<file path="src/design/mao_pkg.sv">
package mao_pkg;

    // Memory type of an explicit access, from the address map or protection unit
    typedef enum logic [1:0] {
        MAO_NORMAL,
        MAO_DEV_NS,
        MAO_DEV_SH,
        MAO_STRONG
    } mao_mem_e;

    // Shape of a load or store instruction
    typedef enum logic [2:0] {
        MAO_OP_SINGLE,
        MAO_OP_MULTI_INC,
        MAO_OP_MULTI_DEC,
        MAO_OP_DUAL,
        MAO_OP_SPLIT
    } mao_op_e;

    // The six explicit barriers
    typedef enum logic [2:0] {
        MAO_BAR_SPEC_DATA,
        MAO_BAR_DATA_MEM,
        MAO_BAR_DATA_SYNC,
        MAO_BAR_INSTR_SYNC,
        MAO_BAR_PHYS_BYPASS,
        MAO_BAR_BYPASS
    } mao_bar_e;

    localparam int MAO_ADDR_W    = 32;
    localparam int MAO_WORDS_W   = 5;
    localparam int MAO_OUT_W     = 4;
    localparam int MAO_TOT_W     = 6;
    localparam int MAO_NUM_TYPES = 4;

    localparam logic [MAO_ADDR_W-1:0]  MAO_WORD_BYTES = 32'h0000_0004;
    localparam logic [MAO_WORDS_W-1:0] MAO_ONE_WORD   = 5'h01;
    localparam logic [MAO_WORDS_W-1:0] MAO_TWO_WORDS  = 5'h02;
    localparam logic [MAO_OUT_W-1:0]   MAO_OUT_MAX    = 4'hF;
    localparam logic [MAO_OUT_W-1:0]   MAO_OUT_ZERO   = 4'h0;
    localparam logic [MAO_TOT_W-1:0]   MAO_TOT_ZERO   = 6'h00;

    // Must a1 be globally observed strictly before a2
    function automatic logic mao_must_order(input mao_mem_e a1, input mao_mem_e a2);
        case (a1)
            MAO_DEV_NS: mao_must_order = (a2 == MAO_DEV_NS) || (a2 == MAO_STRONG);
            MAO_DEV_SH: mao_must_order = (a2 == MAO_DEV_SH) || (a2 == MAO_STRONG);
            MAO_STRONG: mao_must_order = (a2 != MAO_NORMAL);
            default:    mao_must_order = 1'b0;
        endcase
    endfunction

endpackage

</file>
<file path="src/design/mao_word_seq.sv">
// Splits one instruction into word addresses, always lowest address first
module mao_word_seq
    import mao_pkg::*;
(
    input  wire logic                   clk,
    input  wire logic                   rst,
    input  wire logic                   start,
    input  wire logic                   descend,
    input  wire logic [MAO_ADDR_W-1:0]  base,
    input  wire logic [MAO_WORDS_W-1:0] words,
    input  wire logic                   adv,
    output logic      [MAO_ADDR_W-1:0]  addr,
    output logic                        first,
    output logic                        last
);

    logic [MAO_ADDR_W-1:0]  addr_reg;
    logic [MAO_WORDS_W-1:0] left_reg;
    logic                   first_reg;
    logic [MAO_ADDR_W-1:0]  span;

    assign span = MAO_ADDR_W'(words) << 2;

    always_ff @(posedge clk) begin
        if (rst) begin
            addr_reg  <= '0;
            left_reg  <= '0;
            first_reg <= 1'b0;
        end else if (start) begin
            // Decrementing form walks its block upward too
            addr_reg  <= descend ? base - span : base;
            left_reg  <= words;
            first_reg <= 1'b1;
        end else if (adv) begin
            addr_reg  <= addr_reg + MAO_WORD_BYTES;
            left_reg  <= left_reg - MAO_ONE_WORD;
            first_reg <= 1'b0;
        end
    end

    assign addr  = addr_reg;
    assign first = first_reg;
    assign last  = (left_reg == MAO_ONE_WORD);

endmodule

</file>
<file path="src/design/mao_order.sv">
// Behaviour
// - Device/strong same-class pairs observed strictly in order
// - Normal or mixed-shareability device pairs reorder freely
// - Read feeding later address forces program order
// - Address dependency holds even if value irrelevant
// - Flag-only dependency between reads needs no order
// - Address plus flag dependency uses address ordering
// - Read value used as write data forces order
// - Speculative stores never become visible
// - Never expose a value sequential code would not write
// - Implicit accesses carry no ordering obligation
// - Multi-word instructions split into separately ordered words
// - Accesses of different instructions follow program order
// - Multiple load/store words ascend by address
// - Multiple load including PC may go any order
// - Dual-word halves may go in either order
// - Other atomicity splits may go any order
// - Six barriers drain accesses and flush prefetch
// - Data barriers ignore instruction fetches
// - Speculative-data barrier blocks dependent cache allocation
// - Same protection for dependent indirect branch targets
// - Speculative-data barrier waits until non-speculative
module mao_order
    import mao_pkg::*;
(
    input  wire logic                   clk,
    input  wire logic                   rst,
    input  wire logic                   ins_valid,
    output logic                        ins_ready,
    input  wire mao_op_e                ins_op,
    input  wire logic                   ins_write,
    input  wire logic [MAO_ADDR_W-1:0]  ins_base,
    input  wire logic [MAO_WORDS_W-1:0] ins_words,
    input  wire logic                   ins_has_pc,
    input  wire mao_mem_e               ins_mem_type,
    input  wire logic                   ins_addr_dep,
    input  wire logic                   ins_data_dep,
    input  wire logic                   ins_ctrl_dep,
    input  wire logic                   ins_cmov_dep,
    input  wire logic                   ins_spec,
    input  wire logic                   ins_squash,
    input  wire logic                   impl_valid,
    input  wire logic [MAO_ADDR_W-1:0]  impl_addr,
    input  wire logic                   impl_write,
    output logic                        impl_taken,
    output logic                        mem_req_valid,
    input  wire logic                   mem_req_ready,
    output logic      [MAO_ADDR_W-1:0]  mem_addr,
    output logic                        mem_write,
    output mao_mem_e                    mem_type,
    output logic                        mem_implicit,
    output logic                        mem_no_alloc,
    input  wire logic                   mem_done,
    input  wire mao_mem_e               mem_done_type,
    input  wire logic                   mem_done_implicit,
    input  wire logic                   bar_valid,
    input  wire mao_bar_e               bar_kind,
    input  wire logic                   bar_spec,
    output logic                        bar_done,
    output logic                        flush_prefetch,
    input  wire logic                   ibr_valid,
    input  wire logic                   ibr_cmov_dep,
    output logic                        ibr_no_alloc
);

    typedef enum logic [1:0] {
        MAO_ST_IDLE,
        MAO_ST_ISSUE,
        MAO_ST_BAR
    } mao_state_e;

    mao_state_e             st_reg;
    mao_state_e             st_next;
    logic                   ins_ready_reg;
    logic                   impl_taken_reg;
    logic                   mem_req_valid_reg;
    logic [MAO_ADDR_W-1:0]  mem_addr_reg;
    logic                   mem_write_reg;
    mao_mem_e               mem_type_reg;
    logic                   mem_implicit_reg;
    logic                   mem_no_alloc_reg;
    logic                   bar_done_reg;
    logic                   flush_reg;
    logic                   ibr_no_alloc_reg;
    logic                   spec_win_reg;
    mao_bar_e               bar_kind_reg;
    logic [MAO_OUT_W-1:0]   out_cnt_reg [MAO_NUM_TYPES];

    logic                   cur_write_reg;
    mao_mem_e               cur_type_reg;
    logic                   cur_dep_reg;
    logic                   cur_cmov_reg;
    logic                   cur_has_pc_reg;

    logic [MAO_WORDS_W-1:0] words_sel;
    logic [MAO_ADDR_W-1:0]  seq_addr;
    logic                   seq_first;
    logic                   seq_last;
    logic                   take_ins;
    logic                   take_bar;
    logic                   take_sdb;
    logic                   port_free;
    logic                   blocked;
    logic                   issue_now;
    logic                   impl_go;
    logic                   squash_now;
    logic                   bar_drained;
    logic                   sdb_finish;
    logic [MAO_TOT_W-1:0]   total;

    function automatic logic [MAO_TOT_W-1:0] mao_sum(input logic [MAO_OUT_W-1:0] c [MAO_NUM_TYPES]);
        logic [MAO_TOT_W-1:0] s;
        s = MAO_TOT_ZERO;
        for (int i = 0; i < MAO_NUM_TYPES; i++) begin
            s = s + MAO_TOT_W'(c[i]);
        end
        return s;
    endfunction

    // Word counts per instruction shape
    always_comb begin
        case (ins_op)
            MAO_OP_SINGLE: words_sel = MAO_ONE_WORD;
            MAO_OP_DUAL:   words_sel = MAO_TWO_WORDS;
            default:       words_sel = ins_words;
        endcase
    end

    mao_word_seq u_seq (
        .clk     (clk),
        .rst     (rst),
        .start   (take_ins),
        .descend (ins_op == MAO_OP_MULTI_DEC),
        .base    (ins_base),
        .words   (words_sel),
        .adv     (issue_now),
        .addr    (seq_addr),
        .first   (seq_first),
        .last    (seq_last)
    );

    assign total     = mao_sum(out_cnt_reg);
    assign port_free = !mem_req_valid_reg || mem_req_ready;

    // One instruction, or one barrier other than the speculative-data one, at a time keeps instructions in program order
    assign take_ins   = (st_reg == MAO_ST_IDLE) && ins_valid && ins_ready_reg;
    // Barrier still held on its done edge must not be taken a second time
    assign take_sdb   = (st_reg == MAO_ST_IDLE) && !take_ins && bar_valid && !spec_win_reg
                        && (bar_kind == MAO_BAR_SPEC_DATA) && !bar_spec && !bar_done_reg;
    assign take_bar   = (st_reg == MAO_ST_IDLE) && !take_ins && bar_valid && !spec_win_reg
                        && (bar_kind != MAO_BAR_SPEC_DATA) && !bar_done_reg;
    assign squash_now = (st_reg == MAO_ST_ISSUE) && ins_squash && ins_spec;

    // Ordering check for the next word against every explicit access still in flight
    always_comb begin
        blocked = 1'b0;
        for (int i = 0; i < MAO_NUM_TYPES; i++) begin
            // Normal and mixed device pairs pass through here unblocked
            if (out_cnt_reg[i] != MAO_OUT_ZERO && mao_must_order(mao_mem_e'(2'(i)), cur_type_reg)) begin
                blocked = 1'b1;
            end
        end
        // Flag-only dependency is deliberately not looked at
        if (cur_dep_reg && total != MAO_TOT_ZERO) begin
            blocked = 1'b1;
        end
        // Stores wait for commit, so no squashed value ever leaves
        if (cur_write_reg && ins_spec) begin
            blocked = 1'b1;
        end
        if (out_cnt_reg[cur_type_reg] == MAO_OUT_MAX) begin
            blocked = 1'b1;
        end
    end

    assign issue_now = (st_reg == MAO_ST_ISSUE) && !squash_now && !blocked && port_free;
    // Implicit traffic only fills idle port slots and skips every check
    assign impl_go   = impl_valid && !impl_taken_reg && !issue_now && port_free;

    assign bar_drained = (total == MAO_TOT_ZERO) && !mem_req_valid_reg;
    assign sdb_finish  = spec_win_reg && (total == MAO_TOT_ZERO) && !issue_now;

    always_comb begin
        st_next = st_reg;
        case (st_reg)
            MAO_ST_IDLE: begin
                if (take_ins) begin
                    st_next = MAO_ST_ISSUE;
                end else if (take_bar) begin
                    st_next = MAO_ST_BAR;
                end
            end
            MAO_ST_ISSUE: begin
                if (squash_now || (issue_now && seq_last)) begin
                    st_next = MAO_ST_IDLE;
                end
            end
            MAO_ST_BAR: begin
                if (bar_drained) begin
                    st_next = MAO_ST_IDLE;
                end
            end
            default: st_next = MAO_ST_IDLE;
        endcase
    end

    always_ff @(posedge clk) begin
        if (rst) begin
            st_reg        <= MAO_ST_IDLE;
            ins_ready_reg <= 1'b0;
        end else begin
            st_reg        <= st_next;
            ins_ready_reg <= (st_next == MAO_ST_IDLE) && !take_ins && !take_bar;
        end
    end

    // Attributes of the instruction being split
    always_ff @(posedge clk) begin
        if (rst) begin
            cur_write_reg  <= 1'b0;
            cur_type_reg   <= MAO_NORMAL;
            cur_dep_reg    <= 1'b0;
            cur_cmov_reg   <= 1'b0;
            cur_has_pc_reg <= 1'b0;
        end else if (take_ins) begin
            cur_write_reg  <= ins_write;
            cur_type_reg   <= ins_mem_type;
            // Taken as given even when the value cannot move the address
            cur_dep_reg    <= ins_addr_dep || ins_data_dep;
            cur_cmov_reg   <= ins_cmov_dep;
            // With PC in the list any order is legal; ascending is kept anyway
            cur_has_pc_reg <= ins_has_pc && !ins_write;
        end
    end

    // Request register toward the memory system
    always_ff @(posedge clk) begin
        if (rst) begin
            mem_req_valid_reg <= 1'b0;
            mem_addr_reg      <= '0;
            mem_write_reg     <= 1'b0;
            mem_type_reg      <= MAO_NORMAL;
            mem_implicit_reg  <= 1'b0;
            mem_no_alloc_reg  <= 1'b0;
        end else if (issue_now) begin
            mem_req_valid_reg <= 1'b1;
            mem_addr_reg      <= seq_addr;
            mem_write_reg     <= cur_write_reg;
            mem_type_reg      <= cur_type_reg;
            mem_implicit_reg  <= 1'b0;
            mem_no_alloc_reg  <= cur_cmov_reg && spec_win_reg;
        end else if (impl_go) begin
            mem_req_valid_reg <= 1'b1;
            mem_addr_reg      <= impl_addr;
            mem_write_reg     <= impl_write;
            mem_type_reg      <= MAO_NORMAL;
            mem_implicit_reg  <= 1'b1;
            mem_no_alloc_reg  <= 1'b0;
        end else if (mem_req_ready) begin
            mem_req_valid_reg <= 1'b0;
        end
    end

    always_ff @(posedge clk) begin
        if (rst) begin
            impl_taken_reg <= 1'b0;
        end else begin
            impl_taken_reg <= impl_go;
        end
    end

    // In-flight explicit accesses per memory type; counted from issue to done
    always_ff @(posedge clk) begin
        if (rst) begin
            for (int i = 0; i < MAO_NUM_TYPES; i++) begin
                out_cnt_reg[i] <= MAO_OUT_ZERO;
            end
        end else begin
            for (int i = 0; i < MAO_NUM_TYPES; i++) begin
                out_cnt_reg[i] <= out_cnt_reg[i]
                    + MAO_OUT_W'(issue_now && cur_type_reg == mao_mem_e'(2'(i)))
                    - MAO_OUT_W'(mem_done && !mem_done_implicit && mem_done_type == mao_mem_e'(2'(i)));
            end
        end
    end

    // Barrier completion: drain explicit accesses, then flush prefetch
    always_ff @(posedge clk) begin
        if (rst) begin
            bar_kind_reg <= MAO_BAR_DATA_MEM;
            bar_done_reg <= 1'b0;
            flush_reg    <= 1'b0;
        end else begin
            if (take_bar || take_sdb) begin
                bar_kind_reg <= bar_kind;
            end
            bar_done_reg <= ((st_reg == MAO_ST_BAR) && bar_drained) || sdb_finish;
            flush_reg    <= ((st_reg == MAO_ST_BAR) && bar_drained) || sdb_finish;
        end
    end

    // Window of the speculative-data barrier; younger instructions keep flowing under it, other barriers wait
    always_ff @(posedge clk) begin
        if (rst) begin
            spec_win_reg <= 1'b0;
        end else if (take_sdb) begin
            spec_win_reg <= 1'b1;
        end else if (sdb_finish) begin
            spec_win_reg <= 1'b0;
        end
    end

    always_ff @(posedge clk) begin
        if (rst) begin
            ibr_no_alloc_reg <= 1'b0;
        end else begin
            ibr_no_alloc_reg <= ibr_valid && ibr_cmov_dep && spec_win_reg;
        end
    end

    assign ins_ready      = ins_ready_reg;
    assign impl_taken     = impl_taken_reg;
    assign mem_req_valid  = mem_req_valid_reg;
    assign mem_addr       = mem_addr_reg;
    assign mem_write      = mem_write_reg;
    assign mem_type       = mem_type_reg;
    assign mem_implicit   = mem_implicit_reg;
    assign mem_no_alloc   = mem_no_alloc_reg;
    assign bar_done       = bar_done_reg;
    assign flush_prefetch = flush_reg;
    assign ibr_no_alloc   = ibr_no_alloc_reg;

    // Checks
    property p_strong_after_device;
        @(posedge clk) disable iff (rst)
        issue_now && cur_type_reg == MAO_STRONG
            |-> out_cnt_reg[MAO_DEV_NS] == MAO_OUT_ZERO && out_cnt_reg[MAO_DEV_SH] == MAO_OUT_ZERO
                && out_cnt_reg[MAO_STRONG] == MAO_OUT_ZERO;
    endproperty
    a_strong_after_device: assert property (p_strong_after_device) else $error("strong access passed device");

    property p_dep_drained;
        @(posedge clk) disable iff (rst)
        issue_now && cur_dep_reg |-> total == MAO_TOT_ZERO;
    endproperty
    a_dep_drained: assert property (p_dep_drained) else $error("dependent access issued early");

    property p_store_committed;
        @(posedge clk) disable iff (rst)
        issue_now && cur_write_reg |=> mem_req_valid_reg && mem_write_reg && !$past(ins_spec);
    endproperty
    a_store_committed: assert property (p_store_committed) else $error("speculative store issued");

    // Implicit traffic may sit between two words, so only explicit addresses are kept
    logic [MAO_ADDR_W-1:0]  last_addr_reg;
    always_ff @(posedge clk) begin
        if (rst) begin
            last_addr_reg <= '0;
        end else if (issue_now) begin
            last_addr_reg <= seq_addr;
        end
    end

    property p_ascending;
        @(posedge clk) disable iff (rst)
        issue_now && !seq_first |-> seq_addr == last_addr_reg + MAO_WORD_BYTES;
    endproperty
    a_ascending: assert property (p_ascending) else $error("word order not ascending");

    property p_one_instr;
        @(posedge clk) disable iff (rst)
        ins_ready_reg |-> st_reg == MAO_ST_IDLE;
    endproperty
    a_one_instr: assert property (p_one_instr) else $error("new instruction accepted mid sequence");

    property p_bar_drain;
        @(posedge clk) disable iff (rst)
        $rose(bar_done_reg) |-> $past(total) == MAO_TOT_ZERO && flush_reg;
    endproperty
    a_bar_drain: assert property (p_bar_drain) else $error("barrier done with accesses in flight");

    property p_implicit_free;
        @(posedge clk) disable iff (rst)
        mem_done && mem_done_implicit && !issue_now |=> total == $past(total);
    endproperty
    a_implicit_free: assert property (p_implicit_free) else $error("implicit access counted");

    property p_sdb_nonspec;
        @(posedge clk) disable iff (rst)
        $rose(spec_win_reg) |-> $past(!bar_spec && bar_valid);
    endproperty
    a_sdb_nonspec: assert property (p_sdb_nonspec) else $error("speculative-data barrier taken speculatively");

    property p_no_alloc;
        @(posedge clk) disable iff (rst)
        issue_now && cur_cmov_reg && spec_win_reg |=> mem_no_alloc_reg;
    endproperty
    a_no_alloc: assert property (p_no_alloc) else $error("dependent access may allocate");

    property p_ibr;
        @(posedge clk) disable iff (rst)
        ibr_valid && ibr_cmov_dep && spec_win_reg |=> ibr_no_alloc_reg;
    endproperty
    a_ibr: assert property (p_ibr) else $error("dependent branch may allocate");

    c_strong_issue: cover property (@(posedge clk) disable iff (rst) issue_now && cur_type_reg == MAO_STRONG);
    c_bar_done:     cover property (@(posedge clk) disable iff (rst) bar_done_reg && bar_kind_reg == MAO_BAR_DATA_SYNC);
    c_sdb_window:   cover property (@(posedge clk) disable iff (rst) issue_now && spec_win_reg && cur_cmov_reg);
    c_multi_word:   cover property (@(posedge clk) disable iff (rst) issue_now && !seq_first && seq_last);

endmodule

</file>
<file path="config.mk">
export PLATFORM = sky130hd
export DESIGN_NAME = mao_order
export DESIGN_NICKNAME = d
export VERILOG_FILES = /design/src/design/mao_pkg.sv /design/src/design/mao_word_seq.sv /design/src/design/mao_order.sv
export SDC_FILE = /design/constraint.sdc
export NUM_CORES = 1
export LEC_CHECK = 0
export ABC_AREA = 1
export BUFFER_PORTS_ARGS = -buffer_cell sky130_fd_sc_hd__clkbuf_2
export CAP_MARGIN = 15
export CORE_MARGIN = 2
export CORE_UTILIZATION = 51
export CTS_CLUSTER_DIAMETER = 80
export CTS_CLUSTER_SIZE = 24
export DETAILED_ROUTE_END_ITERATION = 16
export PLACE_DENSITY = 0.89
export SYNTH_ARGS = -nofsm -noshare
export SYNTH_HDL_FRONTEND = slang
export SYNTH_SLANG_ARGS = --single-unit
</file>
<file path="constraint.sdc">
create_clock -name clk -period 3.7 [get_ports clk]
set_input_delay 0.185 -clock clk [delete_from_list [all_inputs] [get_ports clk]]
set_output_delay 0.185 -clock clk [all_outputs]
set_load 0.01 [all_outputs]
</file>
==> results of run 1 <==
==> through the flow <==
step	cells	utilization	power, mW
6_report	1471	0.6279	3.581
4_1_cts	1468	0.6133	3.508
2_1_floorplan	1151	-	2.222
5_1_grt	1471	0.6279	3.801
3_3_place_gp	1449	0.5886	2.567
3_5_place_dp	1449	0.5886	2.600
==> power groups by stage <==
stage	clock [mW]	combinational, mW	sequential, mW
3_3_place_gp	0	1.14	1.43
2_1_floorplan	0	0.819	1.40
5_1_grt	0.939	1.43	1.44
4_1_cts	0.907	1.19	1.41
6_report	0.899	1.26	1.42
3_5_place_dp	0	1.17	1.43
==> metal layers <==
layer	GRT usage	share of wire	vias up
met1	0.4019	0.47	3548
met5	0	0	-
met3	0.03828	0.078	32
met2	0.4113	0.43	325
li1	-	-	3960
met4	0.07813	0.019	0
==> cells by family (layout without fill, tap and decap cells) <==
kind of cell | after synthesis | in the layout | synth area share
AO/OA/AOI/OAI | 134 | 134 | 0.09766
XOR/XNOR | 33 | 33 | 0.04000
adder cells (fa/ha/maj) | 45 | 45 | 0.09143
buffers and inverters | 199 | 339 | 0.1100
flip-flops | 103 | 103 | 0.2854
AND/OR/NAND/NOR | 637 | 637 | 0.3756
==> timing repair <==
item                                    in CTS  in global routing
hold endpoints to repair                     0                  0
gates cloned                                 0                  2
buffers inserted                             3                  3
resized for setup                           11                 40
endpoints found under the setup margin      42                 77
pin swaps                                    4                 15
==> layout by cell type (no fill, tap or decap), types with 2 or more instances in the layout <==
cell type / n
a21oi_1: 36
nand3_4: 3
nand3b_1: 3
clkbuf_2: 139
clkbuf_16: 10
o21ai_0: 66
fa_2: 4
a211oi_2: 2
and3_1: 2
clkinv_4: 2
dfxtp_1: 100
clkinvlp_4: 2
ha_4: 9
clkinv_2: 2
clkinv_1: 2
a31oi_1: 4
dfxtp_2: 2
fa_1: 9
inv_1: 137
buf_4: 27
a21oi_2: 2
xor2_1: 27
buf_6: 2
nand2_1: 279
or2_2: 2
inv_2: 12
o22ai_1: 2
xnor2_1: 5
nor2_2: 2
o211ai_1: 3
nor3_1: 27
o21ai_1: 13
o21bai_1: 3
nand4_1: 13
nor2_1: 140
nand2_2: 2
nand3_1: 157
ha_1: 22
a21o_1: 2
==> final timing paths <==
kind | startpoint | slack [ns] | to | depth (start not counted)
hold reg to reg | u_seq.addr[1] | 0.49 | u_seq.addr[1] | 2
hold / removal | impl_addr[22] | 0.04 | mem_addr[22] | 3
setup reg to reg | out_cnt_reg[5] | -0.25 | out_cnt_reg[1] | 18
setup / recovery | out_cnt_reg[5] | -0.25 | out_cnt_reg[1] | 18
==> worst min-delay path, stage by stage <==
cell	delay (ns)
clkbuf_2	0.08
nand2_1	0.04
nand2_1	0.05
==> cell type report <==
type	count	area share
multi-input combinational	849	0.5251
sequential	103	0.2373
timing repair buffer	171	0.1140
inverter	152	0.06604
clock buffer	11	0.02785
tap	180	0.02584
clock inverter	5	0.003876
==> results.py, run 1 <==
metrics = {
    "outcome": {
        "status": "finished, violations left",
        "violations": "setup timing",
    },
    "drt": {
        "drtAntennaViolNets": 0,
        "viasPerCell": 5.347,
        "drt-total-wl_um": 20920,
        "vias": 7865,
        "wire_per_inst_um": 14.22,
        "drc_errors": 0,
        "drt_iter0_markers": 737,
        "firstDrtPassIters": 5,
    },
    "yosys": {
        "synth_edf_count": 0,
        "yosys-top-cells-area": "dfxtp_1, nand2_1, nand3_1, inv_1, nor2_1",
        "synth.largest_area_cell": "dfxtp_1",
        "yosysMostFrequentCell": "nand2_1",
        "ys.flop_type": "dfxtp_1",
        "ys_types": 36,
        "synthDominantCellAreaShare": 0.2854,
        "ys_top_cells_by_count": "nand2_1, nand3_1, inv_1",
        "syn_area_um2": 7226,
        "syn_area_per_cell_um2": 6.278,
        "ys_async_sr_fraction": 0,
        "yosysWarnings": 0,
        "ys_ff_latch": 103,
        "synth_seq_area_share": 0.2854,
        "syn_nets": 1295,
        "netlist_instances": 1151,
    },
    "global_route": {
        "gr-usage-all-layers": 0.2718,
        "first_global_vias": 6934,
        "grt_pass1_wl_um": 32640,
        "antenna_found_initial": 0,
        "grt_max_degree": 87,
        "grt.overflow.total": 0,
    },
    "setup_path": {
        "cp.arrival_ns": 4.23,
        "cp_slowest_cell": "fa_2",
        "crit_path_end_kind": "flop",
        "cp_max_fo": 4,
        "worstSetupStartpointType": "flop",
        "crit_required_ns": 3.97,
        "critPathTopFamily": "adder cells",
        "worst_path_largest_cell_delay_ns": 0.55,
        "worstPathCellList": "fa_1 -> fa_1 -> ha_2 -> inv_2 -> fa_1 -> nand3b_1 -> nor2_2 -> nand2_1 -> nand2_1 -> nand3_2 -> clkinv_4 -> nand3_4 -> ha_4 -> inv_2 -> ha_4 -> fa_2 -> inv_2 -> nor2_2",
        "path_buf_inv": 4,
        "crit_type": "reg -> reg",
    },
    "pwr": {
        "p_leak_nw": 4.161,
        "sequentialPowerShare": 0.396,
        "p_int_mw": 2.245,
        "netSwitchingPower_mw": 1.336,
        "peakVddDrop_mv": 0.2577,
        "clkPwrFrac": 0.251,
        "swShare": 0.3730,
        "comb_power_share": 0.353,
        "p_per_area_nw_per_um2": 410.8,
    },
    "cells_and_area": {
        "nNetsFinal": 1430,
        "num_antenna_cells": 0,
        "multi_input_area_um2": 4577,
        "drive_above_1_share": 0.1820,
        "syn_to_final_growth_pct": 20.62,
        "final_area_um2": 8716,
        "seq_area_um2": 2068,
        "num-fill-cells": 1260,
    },
    "place": {
        "portBuffers": 139,
        "placed_area_um2": 8170,
        "gp_congestion": 0.9856,
        "dp_slack_ns": -0.2076,
        "dp_hpwl_um": 15360,
    },
    "timing": {
        "skew_ns": 0.007974,
        "tightest_slew_ns": 0.7730,
        "drv_slew": 0,
        "fin_ws_ns": -0.2531,
        "slew-limit-headroom": 0.4841,
        "setup_viol": 12,
        "min_period_ns": 3.953,
        "fin_crit_sh": 1.068,
        "timing.setup.tns_ns": -1.964,
        "finalHoldViolCount": 0,
        "holdWs_ns": 0.03518,
        "rsz0062_at_grt": "yes",
        "max_freq_mhz": 253.0,
    },
    "clock_network": {
        "clk_pin_slew_worst_paths_ns": 0.07,
        "cts_tree": "yes",
        "cts.sink_count": 103,
        "ctsHtreeMaxLevel": 3,
        "clock_latency_ns": 0.35,
        "cts_hold_buf": 0,
        "cts_buffer_depth": 2,
        "numCtsBuffers": 9,
        "root_buffer": "clkbuf_16",
    },
    "floorplanning": {
        "die_width_um": 123.0,
        "pin_count": 142,
        "num_rows": 43,
        "start_util": 0.5206,
        "die_area_um2": 15140,
        "die_h_um": 123.0,
        "core_area_um2": 13880,
    },
    "worst_hold_path": {
        "hp-class": "in -> reg",
    },
    "job": {
        "maxCapViolations": 0,
    },
}
No activity file was read; power rests on OpenSTA's default activity.
==> run 2: changes to the inputs <==
- REMOVE_ABC_BUFFERS: unset -> 1
- SETUP_SLACK_MARGIN: unset -> 0.02
- SLEW_MARGIN: unset -> 20
==> results.py, run 2 (synthesis gave the netlist of run 1 again) <==
metrics = {
    "clock_network": {
        "cts_hold_buf": 0,
        "ctsHtreeMaxLevel": 3,
        "numCtsBuffers": 9,
        "root_buffer": "clkbuf_16",
        "cts.sink_count": 103,
        "clock_latency_ns": 0.35,
        "clk_pin_slew_worst_paths_ns": 0.07,
        "cts_tree": "yes",
        "cts_buffer_depth": 2,
    },
    "setup_path": {
        "crit_required_ns": 3.97,
        "crit_path_end_kind": "flop",
        "worst-r2r-setup-slack_ns": -0.22,
        "r2r-start": "out_cnt_reg[1]",
        "cp.arrival_ns": 4.20,
        "crit_type": "reg -> reg",
        "cp_max_fo": 6,
        "r2r_cells": 18,
        "reg2reg_to": "out_cnt_reg[1]",
        "worstSetupStartpointType": "flop",
    },
    "timing": {
        "min_period_ns": 3.923,
        "tightest_slew_ns": 0.9803,
        "fin_ws_ns": -0.2231,
        "max_freq_mhz": 254.9,
        "skew_ns": 0.008952,
        "drv_slew": 0,
        "finalHoldViolCount": 0,
        "rsz0062_at_grt": "yes",
        "setup_viol": 12,
        "slew-limit-headroom": 0.3457,
        "holdWs_ns": 0.02679,
        "fin_crit_sh": 1.060,
    },
    "floorplanning": {
        "start_util": 0.5206,
        "core_area_um2": 13880,
        "pin_count": 142,
        "die_width_um": 123.0,
        "die_area_um2": 15140,
        "num_rows": 43,
        "die_h_um": 123.0,
    },
    "global_route": {
        "first_global_vias": 7229,
        "antenna_found_initial": 0,
        "grt_pass1_wl_um": 33710,
        "grt_max_degree": 53,
        "gr-usage-all-layers": 0.2781,
        "grt.overflow.total": 0,
    },
    "drt": {
        "wire_per_inst_um": 14.23,
        "drc_errors": 0,
        "viasPerCell": 5.439,
        "drt-total-wl_um": 21010,
        "firstDrtPassIters": 5,
        "drtAntennaViolNets": 0,
        "drt_iter0_markers": 893,
        "vias": 8034,
    },
    "cells_and_area": {
        "num_antenna_cells": 0,
        "multi_input_area_um2": 4559,
        "num-fill-cells": 1277,
        "seq_area_um2": 2064,
        "nNetsFinal": 1436,
        "layout_common_cells": "nand2_1, nand3_1, nor2_1, inv_1, clkbuf_2",
        "syn_to_final_growth_pct": 20.69,
        "layout_commonest_cell": "nand2_1",
        "drive_above_1_share": 0.1827,
    },
    "place": {
        "gp_congestion": 0.9774,
        "dp_hpwl_um": 15790,
        "dp_slack_ns": -0.2839,
        "portBuffers": 139,
    },
    "outcome": {
        "violations": "setup timing",
        "status": "finished, violations left",
    },
    "worst_hold_path": {
        "hp-class": "in -> reg",
        "min_from": "impl_addr[3]",
        "hold_end": "mem_addr[3]",
        "min_path_cells": 3,
    },
    "pwr": {
        "p_per_area_nw_per_um2": 415.5,
        "peakVddDrop_mv": 0.2272,
        "p_leak_nw": 4.189,
    },
    "job": {
        "maxCapViolations": 0,
    },
}
## run 2: worst max-delay path, stage by stage (launching register included)
cell and delay (ns):
dfxtp_2 0.33, fa_1 0.48, fa_1 0.50, ha_2 0.19, inv_2 0.04, fa_1 0.48, nand3b_1 0.07, nor2_1 0.13
nand2_1 0.08, nand2_1 0.07, nand3_2 0.12, clkinv_4 0.11, nand3_2 0.10, ha_4 0.30, inv_1 0.06, ha_4 0.17
fa_2 0.52, inv_1 0.04, nor2_1 0.07
## run 2: cell type report
class,instances,area share
clock buffer,10,0.02626
inverter,152,0.06600
multi-input combinational,849,0.5228
tap,180,0.02582
sequential,103,0.2367
timing repair buffer,177,0.1146
clock inverter,6,0.007747
## run 2: worst max-delay path by stage
stage	from	end	slack, ns	depth (start not counted)
after floorplan	out_cnt_reg[5]	out_cnt_reg[10]	-1.52	18
after global placement	out_cnt_reg[1]	out_cnt_reg[2]	-0.18	18
after detailed placement	out_cnt_reg[1]	out_cnt_reg[10]	-0.28	18
after CTS	out_cnt_reg[5]	out_cnt_reg[9]	-0.19	18
after global routing	out_cnt_reg[1]	out_cnt_reg[1]	-0.38	18
final	out_cnt_reg[1]	out_cnt_reg[1]	-0.22	18
## run 2: per-stage QoR
stage                     setup TNS, ns  power [mW]  instance area (µm²)    util  std cells
final                            -1.665       3.624                 8721  0.6283       1477
after global routing             -4.172       3.859                 8721  0.6283       1477
after CTS                        -1.666       3.594                 8647  0.6229       1477
after detailed placement         -2.823       2.600                 8175  0.5890       1456
after global placement           -1.365       2.556                 8175  0.5890       1456
after floorplan                  -76.73       2.163                 7002       -       1104
## run 2: repair_timing
action,in CTS,in global routing
gates resized for setup,38,16
pin swaps,15,8
setup endpoints to repair,14,72
buffers inserted,5,1
## run 2: where the power goes
group | total (mW) | leakage, nW | internal, mW | switching, mW
registers | 1.41 | 0.843 | 1.26 | 0.154
clock network | 0.976 | 0.139 | 0.530 | 0.447
logic | 1.23 | 3.21 | 0.497 | 0.736
total | 3.62 | 4.19 | 2.29 | 1.34
## run 2: routing by layer
metal | vias up | part of all wire | track usage
li1 | 3963 | - | -
met5 | - | 0 | 0
met2 | 357 | 0.47 | 0.4717
met1 | 3664 | 0.42 | 0.3627
met3 | 50 | 0.080 | 0.04105
met4 | 0 | 0.027 | 0.09304
